$ cat config.mk
export PLATFORM = sky130hd
export DESIGN_NAME = tmie_irq_ctrl
export DESIGN_NICKNAME = d
export VERILOG_FILES = /design/src/tmie_pkg.sv /design/src/tmie_evt_if.sv /design/src/tmie_event_latch.sv /design/src/tmie_irq_ctrl.sv
export VERILOG_INCLUDE_DIRS = /design/src
export SDC_FILE = /design/constraint.sdc
export NUM_CORES = 1
export LEC_CHECK = 0
export BUFFER_PORTS_ARGS = -buffer_cell sky130_fd_sc_hd__buf_2
export CAP_MARGIN = 5
export CORE_MARGIN = 2
export CORE_UTILIZATION = 45
export CTS_CLUSTER_DIAMETER = 50
export DETAILED_ROUTE_END_ITERATION = 8
export PLACE_DENSITY = 0.9
export SLEW_MARGIN = 20
export SYNTH_ARGS = -nofsm -noshare
export SYNTH_HDL_FRONTEND = slang
export SYNTH_SLANG_ARGS = --single-unit
$ cat constraint.sdc
create_clock -name clk -period 1.7 [get_ports clk]
set_input_delay 0.085 -clock clk [delete_from_list [all_inputs] [get_ports clk]]
set_output_delay 0.085 -clock clk [all_outputs]
set_load 0.005 [all_outputs]
$ cat src/tmie_defines.svh
// Register offsets, event bit positions and reset values of the
// two-wire master interrupt-enable block.
// Assumes byte addresses on a 12-bit register port, 32-bit words.
`ifndef TMIE_DEFINES_SVH
`define TMIE_DEFINES_SVH

////////////////////////////////////////////////////////////////////////////
// Register byte offsets
`define TMIE_OFS_ENABLE        12'h300
`define TMIE_OFS_ENABLE_SET    12'h304
`define TMIE_OFS_ENABLE_CLEAR  12'h308
`define TMIE_OFS_STATUS        12'h310
`define TMIE_OFS_STATUS_CLEAR  12'h314

////////////////////////////////////////////////////////////////////////////
// Event bit positions inside every register word
`define TMIE_BIT_STOPPED       5'h01
`define TMIE_BIT_ERROR         5'h09
`define TMIE_BIT_SUSPENDED     5'h12
`define TMIE_BIT_RX_BEGAN      5'h13
`define TMIE_BIT_TX_BEGAN      5'h14
`define TMIE_BIT_FINAL_RX      5'h17
`define TMIE_BIT_FINAL_TX      5'h18

////////////////////////////////////////////////////////////////////////////
// Reset values
`define TMIE_RST_ENABLE        7'h00
`define TMIE_RST_STATUS        7'h00
`define TMIE_RST_WORD          32'h0000_0000
`define TMIE_EVT_NONE          7'h00

`endif

$ cat src/tmie_pkg.sv
// Types shared by the interrupt-enable block and its event latch.
// Assumes tmie_defines.svh is compiled alongside.
package tmie_pkg;

  typedef logic [31:0] tmie_word_t;
  typedef logic [11:0] tmie_addr_t;

  // Index 0 stopped, 1 error, 2 suspended, 3 rx began, 4 tx began,
  // 5 final rx byte, 6 final tx byte
  typedef logic [6:0]  tmie_evt_t;

  typedef enum logic [5:0] {
    TMIE_SEL_NONE       = 6'h01,
    TMIE_SEL_ENABLE     = 6'h02,
    TMIE_SEL_SET        = 6'h04,
    TMIE_SEL_CLEAR      = 6'h08,
    TMIE_SEL_STATUS     = 6'h10,
    TMIE_SEL_STAT_CLEAR = 6'h20
  } tmie_reg_sel_t;

endpackage

$ cat src/tmie_evt_if.sv
// Carrier between the register controller and the sticky event latch.
// Assumes both ends run on the same clock.
`timescale 1ns/1ns
`default_nettype none

interface tmie_evt_if;
  import tmie_pkg::*;

  tmie_evt_t event_pulse;
  tmie_evt_t status_clear;
  tmie_evt_t status;

  modport ctrl (
    output event_pulse,
    output status_clear,
    input  status
  );

  modport latch (
    input  event_pulse,
    input  status_clear,
    output status
  );
endinterface

`default_nettype wire

$ cat src/tmie_event_latch.sv
// Sticky event status bits, one for each of the seven events.
// Assumes one-cycle event pulses and clear masks on the same clock.
`timescale 1ns/1ns
`default_nettype none

`include "tmie_defines.svh"

module tmie_event_latch
  import tmie_pkg::*;
(
  input  wire logic clk,
  input  wire logic rst_b,
  tmie_evt_if.latch evt
);

  // Set wins over clear so an event in the clearing cycle survives
  always_ff @(posedge clk or negedge rst_b) begin
    if (!rst_b) begin
      evt.status <= `TMIE_RST_STATUS;
    end else begin
      evt.status <= (evt.status & ~evt.status_clear) | evt.event_pulse;
    end
  end

endmodule

`default_nettype wire

$ cat src/tmie_irq_ctrl.sv
// Interrupt-enable registers of the two-wire master, with sticky event
// status, a status clear register and one level interrupt output.
// Assumes event pulses come from logic on clk, and a register master
// that issues one-cycle strobes, never read and write together.
//
// Functional notes
// - Read/write enable bit for stopped event
// - Read/write enable bit for error event
// - Read/write enable bit for suspended event
// - Read/write enable bit for receive began
// - Read/write enable bit for transmit began
// - Read/write enable bit for final byte receive
// - Read/write enable bit for final byte transmit
// - Set view enables stopped, reads state back
// - Set view enables error, reads state back
// - Set view enables suspended, reads state back
// - Set view enables receive/transmit began
// - Set view enables final byte events
// - Clear view disables on one, reads back
// - Final receive enable gates its signalling
// - Final transmit enable gates its signalling
`timescale 1ns/1ns
`default_nettype none

`include "tmie_defines.svh"

module tmie_irq_ctrl
  import tmie_pkg::*;
(
  input  wire logic       clk,
  input  wire logic       rst_b,
  input  wire tmie_addr_t reg_addr,
  input  wire tmie_word_t reg_wdata,
  input  wire logic       reg_wr,
  input  wire logic       reg_rd,
  output tmie_word_t      reg_rdata,
  input  wire logic       evt_stopped,
  input  wire logic       evt_error,
  input  wire logic       evt_suspended,
  input  wire logic       evt_receive_sequence_began,
  input  wire logic       evt_transmit_sequence_began,
  input  wire logic       evt_final_byte_receive,
  input  wire logic       evt_final_byte_transmit,
  output tmie_evt_t       evt_signal,
  output logic            irq
);

  ////////////////////////////////////////////////////////////////////////
  // Decoding and field mapping
  function automatic tmie_reg_sel_t sel_of(input tmie_addr_t addr);
    case (addr)
      `TMIE_OFS_ENABLE:       sel_of = TMIE_SEL_ENABLE;
      `TMIE_OFS_ENABLE_SET:   sel_of = TMIE_SEL_SET;
      `TMIE_OFS_ENABLE_CLEAR: sel_of = TMIE_SEL_CLEAR;
      `TMIE_OFS_STATUS:       sel_of = TMIE_SEL_STATUS;
      `TMIE_OFS_STATUS_CLEAR: sel_of = TMIE_SEL_STAT_CLEAR;
      default:                sel_of = TMIE_SEL_NONE;
    endcase
  endfunction

  // Event vector to register word; unused bits read as zero
  function automatic tmie_word_t to_word(input tmie_evt_t v);
    tmie_word_t w;
    w = `TMIE_RST_WORD;
    w[`TMIE_BIT_STOPPED]   = v[0];
    w[`TMIE_BIT_ERROR]     = v[1];
    w[`TMIE_BIT_SUSPENDED] = v[2];
    w[`TMIE_BIT_RX_BEGAN]  = v[3];
    w[`TMIE_BIT_TX_BEGAN]  = v[4];
    w[`TMIE_BIT_FINAL_RX]  = v[5];
    w[`TMIE_BIT_FINAL_TX]  = v[6];
    to_word = w;
  endfunction

  function automatic tmie_evt_t from_word(input tmie_word_t w);
    from_word = {w[`TMIE_BIT_FINAL_TX], w[`TMIE_BIT_FINAL_RX],
                 w[`TMIE_BIT_TX_BEGAN], w[`TMIE_BIT_RX_BEGAN],
                 w[`TMIE_BIT_SUSPENDED], w[`TMIE_BIT_ERROR],
                 w[`TMIE_BIT_STOPPED]};
  endfunction

  ////////////////////////////////////////////////////////////////////////
  // Declarations
  tmie_evt_if    evt_bus ();
  tmie_evt_t     enable;
  tmie_evt_t     next_enable;
  tmie_evt_t     events;
  tmie_evt_t     wr_mask;
  tmie_reg_sel_t wr_sel;
  tmie_reg_sel_t rd_sel;
  tmie_word_t    next_rdata;

  assign wr_sel  = reg_wr ? sel_of(reg_addr) : TMIE_SEL_NONE;
  assign rd_sel  = reg_rd ? sel_of(reg_addr) : TMIE_SEL_NONE;
  assign wr_mask = from_word(reg_wdata);

  assign events = {evt_final_byte_transmit, evt_final_byte_receive,
                   evt_transmit_sequence_began,
                   evt_receive_sequence_began,
                   evt_suspended, evt_error, evt_stopped};

  ////////////////////////////////////////////////////////////////////////
  // Shared enable flops, reached through three views
  always_comb begin
    next_enable = enable;
    case (wr_sel)
      TMIE_SEL_ENABLE: begin
        // Each bit stores the written 1 or 0
        next_enable = wr_mask;
      end
      TMIE_SEL_SET: begin
        // Ones enable, zeros leave alone
        next_enable = enable | wr_mask;
      end
      TMIE_SEL_CLEAR: begin
        next_enable = enable & ~wr_mask;
      end
      TMIE_SEL_NONE,
      TMIE_SEL_STATUS,
      TMIE_SEL_STAT_CLEAR: begin
        next_enable = enable;
      end
      default: begin
        next_enable = enable;
      end
    endcase
  end

  // One register for all views so none can disagree
  always_ff @(posedge clk or negedge rst_b) begin
    if (!rst_b) begin
      enable <= `TMIE_RST_ENABLE;
    end else begin
      enable <= next_enable;
    end
  end

  ////////////////////////////////////////////////////////////////////////
  // Sticky status and its write-one-to-clear register
  assign evt_bus.event_pulse  = events;
  assign evt_bus.status_clear = (wr_sel == TMIE_SEL_STAT_CLEAR)
                                ? wr_mask : `TMIE_EVT_NONE;

  tmie_event_latch u_latch (
    .clk   (clk),
    .rst_b (rst_b),
    .evt   (evt_bus.latch)
  );

  // Level output straight from flops, no extra cycle of lag
  assign irq = |(evt_bus.status & enable);

  // Enabled events passed on one cycle later as pulses
  always_ff @(posedge clk or negedge rst_b) begin
    if (!rst_b) begin
      evt_signal <= `TMIE_EVT_NONE;
    end else begin
      evt_signal <= events & enable;
    end
  end

  ////////////////////////////////////////////////////////////////////////
  // Read path; data valid only in the cycle after the strobe
  always_comb begin
    case (rd_sel)
      TMIE_SEL_ENABLE: begin
        next_rdata = to_word(enable);
      end
      TMIE_SEL_SET: begin
        next_rdata = to_word(enable);
      end
      TMIE_SEL_CLEAR: begin
        next_rdata = to_word(enable);
      end
      TMIE_SEL_STATUS: begin
        next_rdata = to_word(evt_bus.status);
      end
      TMIE_SEL_NONE,
      TMIE_SEL_STAT_CLEAR: begin
        next_rdata = `TMIE_RST_WORD;
      end
      default: begin
        next_rdata = `TMIE_RST_WORD;
      end
    endcase
  end

  // Zero outside read answers keeps stale data off the bus
  always_ff @(posedge clk or negedge rst_b) begin
    if (!rst_b) begin
      reg_rdata <= `TMIE_RST_WORD;
    end else begin
      reg_rdata <= next_rdata;
    end
  end

endmodule

`default_nettype wire

Word-level counts from Yosys, hierarchy flattened
Index checks and enable logic that the tools add are counted.
{"block": "word_totals", "elab_cells": 34, "in_bits": 55, "reg_bits": 53}
{"block": "op_classes", "n_reduce_logical": 3, "bitwise_logic": 8, "n_eq_ne": 13, "n_mux": 6}
{"operator": "== test 12 x 10 -> 1 bit, second input constant", "n": 5}
{"operator": "case mux 25 bit (2 select lines)", "n": 1}
{"operator": "case mux 6 bit (5 select lines)", "n": 1}
{"operator": "AND 7 bit", "n": 4}
{"operator": "case mux 7 bit (3 select lines)", "n": 1}
{"operator": "inverter 7 bit", "n": 2}
{"operator": "OR 7 bit", "n": 2}
{"operator": "== test 6 x 2 -> 1 bit, second input constant", "n": 2}
{"operator": "== test 6 x 3 -> 1 bit, second input constant", "n": 2}
{"operator": "== test 6 x 4 -> 1 bit, second input constant", "n": 2}
{"operator": "2-to-1 mux 6 bit", "n": 2}
{"operator": "2-to-1 mux 7 bit", "n": 1}
{"operator": "OR reduction 7 bit", "n": 1}
{"operator": "== test 6 x 5 -> 1 bit, second input constant", "n": 1}
{"operator": "== test 6 bit, second input constant", "n": 1}
{"operator": "nonzero test 3 bit", "n": 1}
{"operator": "OR reduction 3 bit", "n": 1}

Longest topological paths before layout
{"block": "logic_depth", "depth_word": 8, "depth_mapped": 5, "depth_no_buf": 4}

Hierarchy
From an unflattened synthesis, not the netlist that was laid out.
{"block": "hier_totals", "cells_unflattened": 144, "hier_area_um2": 1450.1}
{"mod": "tmie_irq_ctrl", "cells_per_inst": 123, "seq_area_each_um2": 525.5, "area_per_inst_um2": 1196.1, "instances": 1}
{"mod": "tmie_event_latch", "cells_per_inst": 21, "seq_area_each_um2": 175.2, "area_per_inst_um2": 254.0, "instances": 1}

Least setup slack after synthesis
Ideal clock, no wire load.
{"block": "synth_path", "path_type": "input to register", "startpoint": "input reg_addr[10]", "endpoint": "register enable[0]", "slack_ps": 370, "stages": 5, "required_ps": 1618, "t_arrival_ps": 1248, "setup_ps": 82, "cell_sequence": "and4bb_2 > nand2_2 > or4_1 > buf_2 > o22ai_1"}
{"block": "synth_between", "elab_chain_len": 5}
{"item": "start, declared", "line": "tmie_irq_ctrl.sv:32", "text": "input wire tmie_addr_t reg_addr,"}
{"item": "== test 12 x 10 -> 1 bit", "line": "tmie_irq_ctrl.sv:51", "text": "case (addr)"}
{"item": "case mux 6 bit (5 select lines) *", "line": "tmie_irq_ctrl.sv:51"}
{"item": "2-to-1 mux 6 bit *", "line": "tmie_irq_ctrl.sv:93", "text": "assign wr_sel = reg_wr ? sel_of(reg_addr) : TMIE_SEL_NONE;"}
{"item": "== test 6 x 4 -> 1 bit, or another cell as far along", "line": "tmie_irq_ctrl.sv:106", "text": "case (wr_sel)"}
{"item": "case mux 7 bit (3 select lines) / nonzero test 3 bit (equally long branches)"}
{"item": "end signal, assigned", "line": "tmie_irq_ctrl.sv:132", "text": "enable <= `TMIE_RST_ENABLE;"}
{"item": "end signal, assigned", "line": "tmie_irq_ctrl.sv:134", "text": "enable <= next_enable;"}
{"item": "end, declared", "line": "tmie_irq_ctrl.sv:85", "text": "tmie_evt_t enable;"}
Mark *: on every way between the ends. The rest lies on a longest branch, timed or not.
A chain may end at the register's enable or synchronous reset.

Worst setup path after layout
{"block": "layout_path", "startpoint": "register enable[3]", "endpoint": "output irq"}
{"block": "layout_between", "elab_chain_len": 2}
{"item": "AND 7 bit", "line": "tmie_irq_ctrl.sv:151", "text": "assign irq = |(evt_bus.status & enable);"}
{"item": "OR reduction 7 bit", "line": "tmie_irq_ctrl.sv:151"}
{"item": "end, declared", "line": "tmie_irq_ctrl.sv:45", "text": "output logic irq"}
Every way passes these cells.

==> summary.json <==
{
  "outcome": {"value": "completed"},
  "top_cell_type_s_share_of_synthesized_area": {"value": 48.8, "unit": "%"},
  "grt_first_pass_wirelength": {"value": 4.44, "unit": "mm"},
  "floorplan.initialDensity": {"value": 47.0, "unit": "%"},
  "power_frac_clock": {"value": 34.7, "unit": "%"},
  "synth_cell_types": {"value": 28},
  "internal-power": {"value": 0.974, "unit": "mW"},
  "r2r-end": {"value": "reg_rdata[24]"},
  "drtPass1Iterations": {"value": 4},
  "worst-path-max-fanout": {"value": 4},
  "gr-usage-all-layers": {"value": 16.5, "unit": "%"},
  "worstHoldStart": {"value": "reg_wdata[1]"},
  "ff2ff_setup_slack": {"value": 940, "unit": "ps"},
  "drt.antenna.violating_nets": {"value": 0},
  "totalWireLength": {"value": 2.93, "unit": "mm"},
  "placed_cell_area": {"value": 1610, "unit": "um^2"},
  "clkLatencyLatePin": {"value": 330, "unit": "ps"},
  "maxCapViolations": {"value": 0},
  "placeableCoreArea": {"value": 3050, "unit": "um^2"},
  "setup_repair_after_global_routing_missed_its_margin": {"value": "false"},
  "die_w": {"value": 60.5, "unit": "um"},
  "detailed_place_hpwl": {"value": 2.08, "unit": "mm"},
  "r2r-start": {"value": "enable[6]"},
  "seq_power_share": {"value": 54.6, "unit": "%"},
  "layout.nets": {"value": 257},
  "drtIter0Drc": {"value": 41},
  "period_share": {"value": 87.1, "unit": "%"},
  "timing.critical_path.required": {"value": 1620, "unit": "ps"},
  "routedLengthMet1": {"value": 1.24, "unit": "mm"},
  "cp_data_arrival_time": {"value": 1400, "unit": "ps"},
  "clk_path_buf_depth": {"value": 2},
  "dieArea": {"value": 3660, "unit": "um^2"},
  "grt_start_max_net_pins": {"value": 29},
  "drc_violations_left": {"value": 0},
  "cts_resized": {"value": 0},
  "routed-wl-met3": {"value": 267, "unit": "um"},
  "worstSetupStartpointType": {"value": "register"},
  "htreeDepth": {"value": 1},
  "gp_congestion": {"value": 0.780},
  "tightestPinTransition": {"value": 597, "unit": "ps"},
  "numPortBuffers": {"value": 44},
  "finish.cell_count_without_fillers": {"value": 245},
  "antenna_found_initial": {"value": 0},
  "n_antenna_cell": {"value": 0},
  "synth_area_leaders": {"value": "sky130_fd_sc_hd__dfrtp_1 49%, sky130_fd_sc_hd__buf_4 13%, sky130_fd_sc_hd__a22o_1 4.3%, sky130_fd_sc_hd__inv_1 3.7%, sky130_fd_sc_hd__nor2_1 3.7%"},
  "synth.cell_area": {"value": 1440, "unit": "um^2"},
  "floorplan.die.height": {"value": 60.5, "unit": "um"},
  "timing_hold_violations_final": {"value": 0},
  "tritoncts.num_buffers": {"value": 3},
  "worst_clock_skew": {"value": 4.11, "unit": "ps"},
  "power_leakage": {"value": 0.865, "unit": "nW"},
  "ys_warn_count": {"value": 0},
  "grt_pass1_vias": {"value": 997},
  "switching_share": {"value": 21.8, "unit": "%"},
  "drt-wirelength-per-cell": {"value": 12.0, "unit": "um"},
  "layout.cells.most_common_list": {"value": "44 x sky130_fd_sc_hd__buf_2, 28 x sky130_fd_sc_hd__dfrtp_1, 25 x sky130_fd_sc_hd__conb_1"},
  "worst_hold_path_type": {"value": "primary input to register"},
  "cts_tree": {"value": "done"},
  "achievable-frequency": {"value": 675, "unit": "MHz"},
  "drive_above_1_share": {"value": 27.9, "unit": "%"},
  "timing.hold.worst_endpoint": {"value": "enable[0]"},
  "placed_cells_incl_taps": {"value": 232},
  "postCtsSetupRepairBufs": {"value": 0},
  "report.final.setup_viol": {"value": 0},
  "fp-row-count": {"value": 20},
  "clock_tree.root_cell": {"value": "sky130_fd_sc_hd__clkbuf_4"},
  "synth_area_leader_cell": {"value": "sky130_fd_sc_hd__dfrtp_1"},
  "vias": {"value": 1154},
  "pwr-share-comb": {"value": 10.7, "unit": "%"},
  "layout.cells.most_common": {"value": "sky130_fd_sc_hd__buf_2"},
  "p_sw": {"value": 0.272, "unit": "mW"},
  "min_path_cells": {"value": 3},
  "synthesis.area_per_instance": {"value": 9.76, "unit": "um^2"},
  "tns": {"value": 0, "unit": "ps"},
  "slew_viol_final": {"value": 0},
  "timing.slew.headroom": {"value": 60.2, "unit": "%"},
  "post_synth_inst_count": {"value": 147},
  "critical_path_class": {"value": "register to output pin"},
  "post_drt_via_cell_ratio": {"value": 4.71},
  "synth-seq-cells": {"value": 28},
  "period_needed": {"value": 1480, "unit": "ps"},
  "cts.clk_slew.worst_paths": {"value": 140, "unit": "ps"},
  "stdcell_area": {"value": 1750, "unit": "um^2"},
  "routed.top_layer": {"value": "met4"},
  "yosysSeqAreaShare": {"value": 48.8, "unit": "%"},
  "io_pins": {"value": 95},
  "wl_met2": {"value": 1.38, "unit": "mm"},
  "timing.critical_path.to_type": {"value": "output pin"},
  "vdd_drop_max": {"value": 0.260, "unit": "mV"},
  "power.density_cell_area": {"value": 710, "unit": "nW/um^2"},
  "globalRouteOverflowTotal": {"value": 0},
  "cts.sinks": {"value": 28},
  "worst-r2r-cell-count": {"value": 1},
  "final.hold.worst_slack": {"value": 16.9, "unit": "ps"},
  "syn_to_final_growth": {"value": 22.2, "unit": "%"}
}
-- worst max path at each step --
stage / start / end / slack (ps)
final: enable[3] / irq / 220
after global routing: enable[3] / irq / 140
after CTS: enable[3] / irq / 200
after detailed placement: reg_addr[10] / enable[4] / 140
after global placement: reg_addr[10] / enable[3] / 140
after floorplan: reg_addr[10] / enable[0] / 370
-- synthesized netlist by cell type --
cell type and instances:
sky130_fd_sc_hd__nor3b_1 1, sky130_fd_sc_hd__nand2_1 7, sky130_fd_sc_hd__clkbuf_1 3, sky130_fd_sc_hd__conb_1 1, sky130_fd_sc_hd__a222oi_1 1, sky130_fd_sc_hd__nor2_1 14, sky130_fd_sc_hd__and2_1 7, sky130_fd_sc_hd__nor4_1 7
sky130_fd_sc_hd__a22o_1 7, sky130_fd_sc_hd__or4_1 2, sky130_fd_sc_hd__nand3_1 1, sky130_fd_sc_hd__or3_4 1, sky130_fd_sc_hd__nand2_2 1, sky130_fd_sc_hd__nand4_1 2, sky130_fd_sc_hd__a21oi_1 7, sky130_fd_sc_hd__dfrtp_1 28
sky130_fd_sc_hd__nor2_2 1, sky130_fd_sc_hd__inv_1 14, sky130_fd_sc_hd__o22ai_1 7, sky130_fd_sc_hd__nor3_2 1, sky130_fd_sc_hd__nor3_1 1, sky130_fd_sc_hd__a2111oi_4 1, sky130_fd_sc_hd__buf_4 25, sky130_fd_sc_hd__a22oi_1 2
sky130_fd_sc_hd__nand2b_1 2, sky130_fd_sc_hd__buf_2 1, sky130_fd_sc_hd__nand4bb_1 1, sky130_fd_sc_hd__and4bb_2 1
-- power by group through the flow --
stage / sequential [mW] / clock [mW] / combinational, mW
2_1_floorplan: 0.694 / 0 / 0.0890
6_report: 0.680 / 0.433 / 0.133
3_5_place_dp: 0.693 / 0 / 0.117
4_1_cts: 0.680 / 0.443 / 0.133
5_1_grt: 0.681 / 0.468 / 0.150
3_3_place_gp: 0.693 / 0 / 0.114
-- cell families after synthesis --
| logic type | synth area share [%] |
|---|---|
| simple gates | 19.6 |
| buf+inv | 17.9 |
| flops | 48.8 |
| compound gates | 13.4 |
| other cells | 0.261 |
-- per-layer routing --
| layer | vias up | global-route usage [%] |
|---|---|---|
| met2 | 62 | 25.8 |
| li1 | 562 | - |
| met3 | 4 | 2.35 |
| met1 | 526 | 22.5 |
| met5 | - | 0 |
| met4 | 0 | 8.39 |
-- flip-flops by register name, summed over array words and instances (netlist names) --
register,flops
enable,7
evt_signal,7
reg_rdata,7
u_latch.evt.status,7
-- per-stage QoR --
| step | worst slack, ps | power (mW) | util (%) |
|---|---|---|---|
| global placement | 144 | 0.807 | 52.8 |
| detailed placement | 142 | 0.810 | 52.8 |
| CTS | 197 | 1.26 | 57.5 |
| finish | 219 | 1.25 | 57.5 |
| global route | 145 | 1.30 | 57.5 |
| floorplan | 370 | 0.783 | - |
-- cell type report --
class                      instances  area, um^2
clock buffer                       3        22.5
clock inverter                     1        30.0
fill                             273        1300
inverter                          14        52.6
multi-input combinational        100         568
sequential                        28         701
tap                               44        55.1
timing repair buffer              55         325
-- worst max-delay path, stage by stage (launching register included) --
cell,delay (ps)
sky130_fd_sc_hd__dfrtp_1,430
sky130_fd_sc_hd__a222oi_1,380
sky130_fd_sc_hd__nand3_1,110
sky130_fd_sc_hd__buf_2,150
-- what timing repair did --
| action | CTS | global route |
|---|---|---|
| hold endpoints to repair | 41 | 0 |
| setup endpoints to repair | 0 | 0 |
| hold buffers | 9 | 0 |
Power figures use the tool's default switching activity.
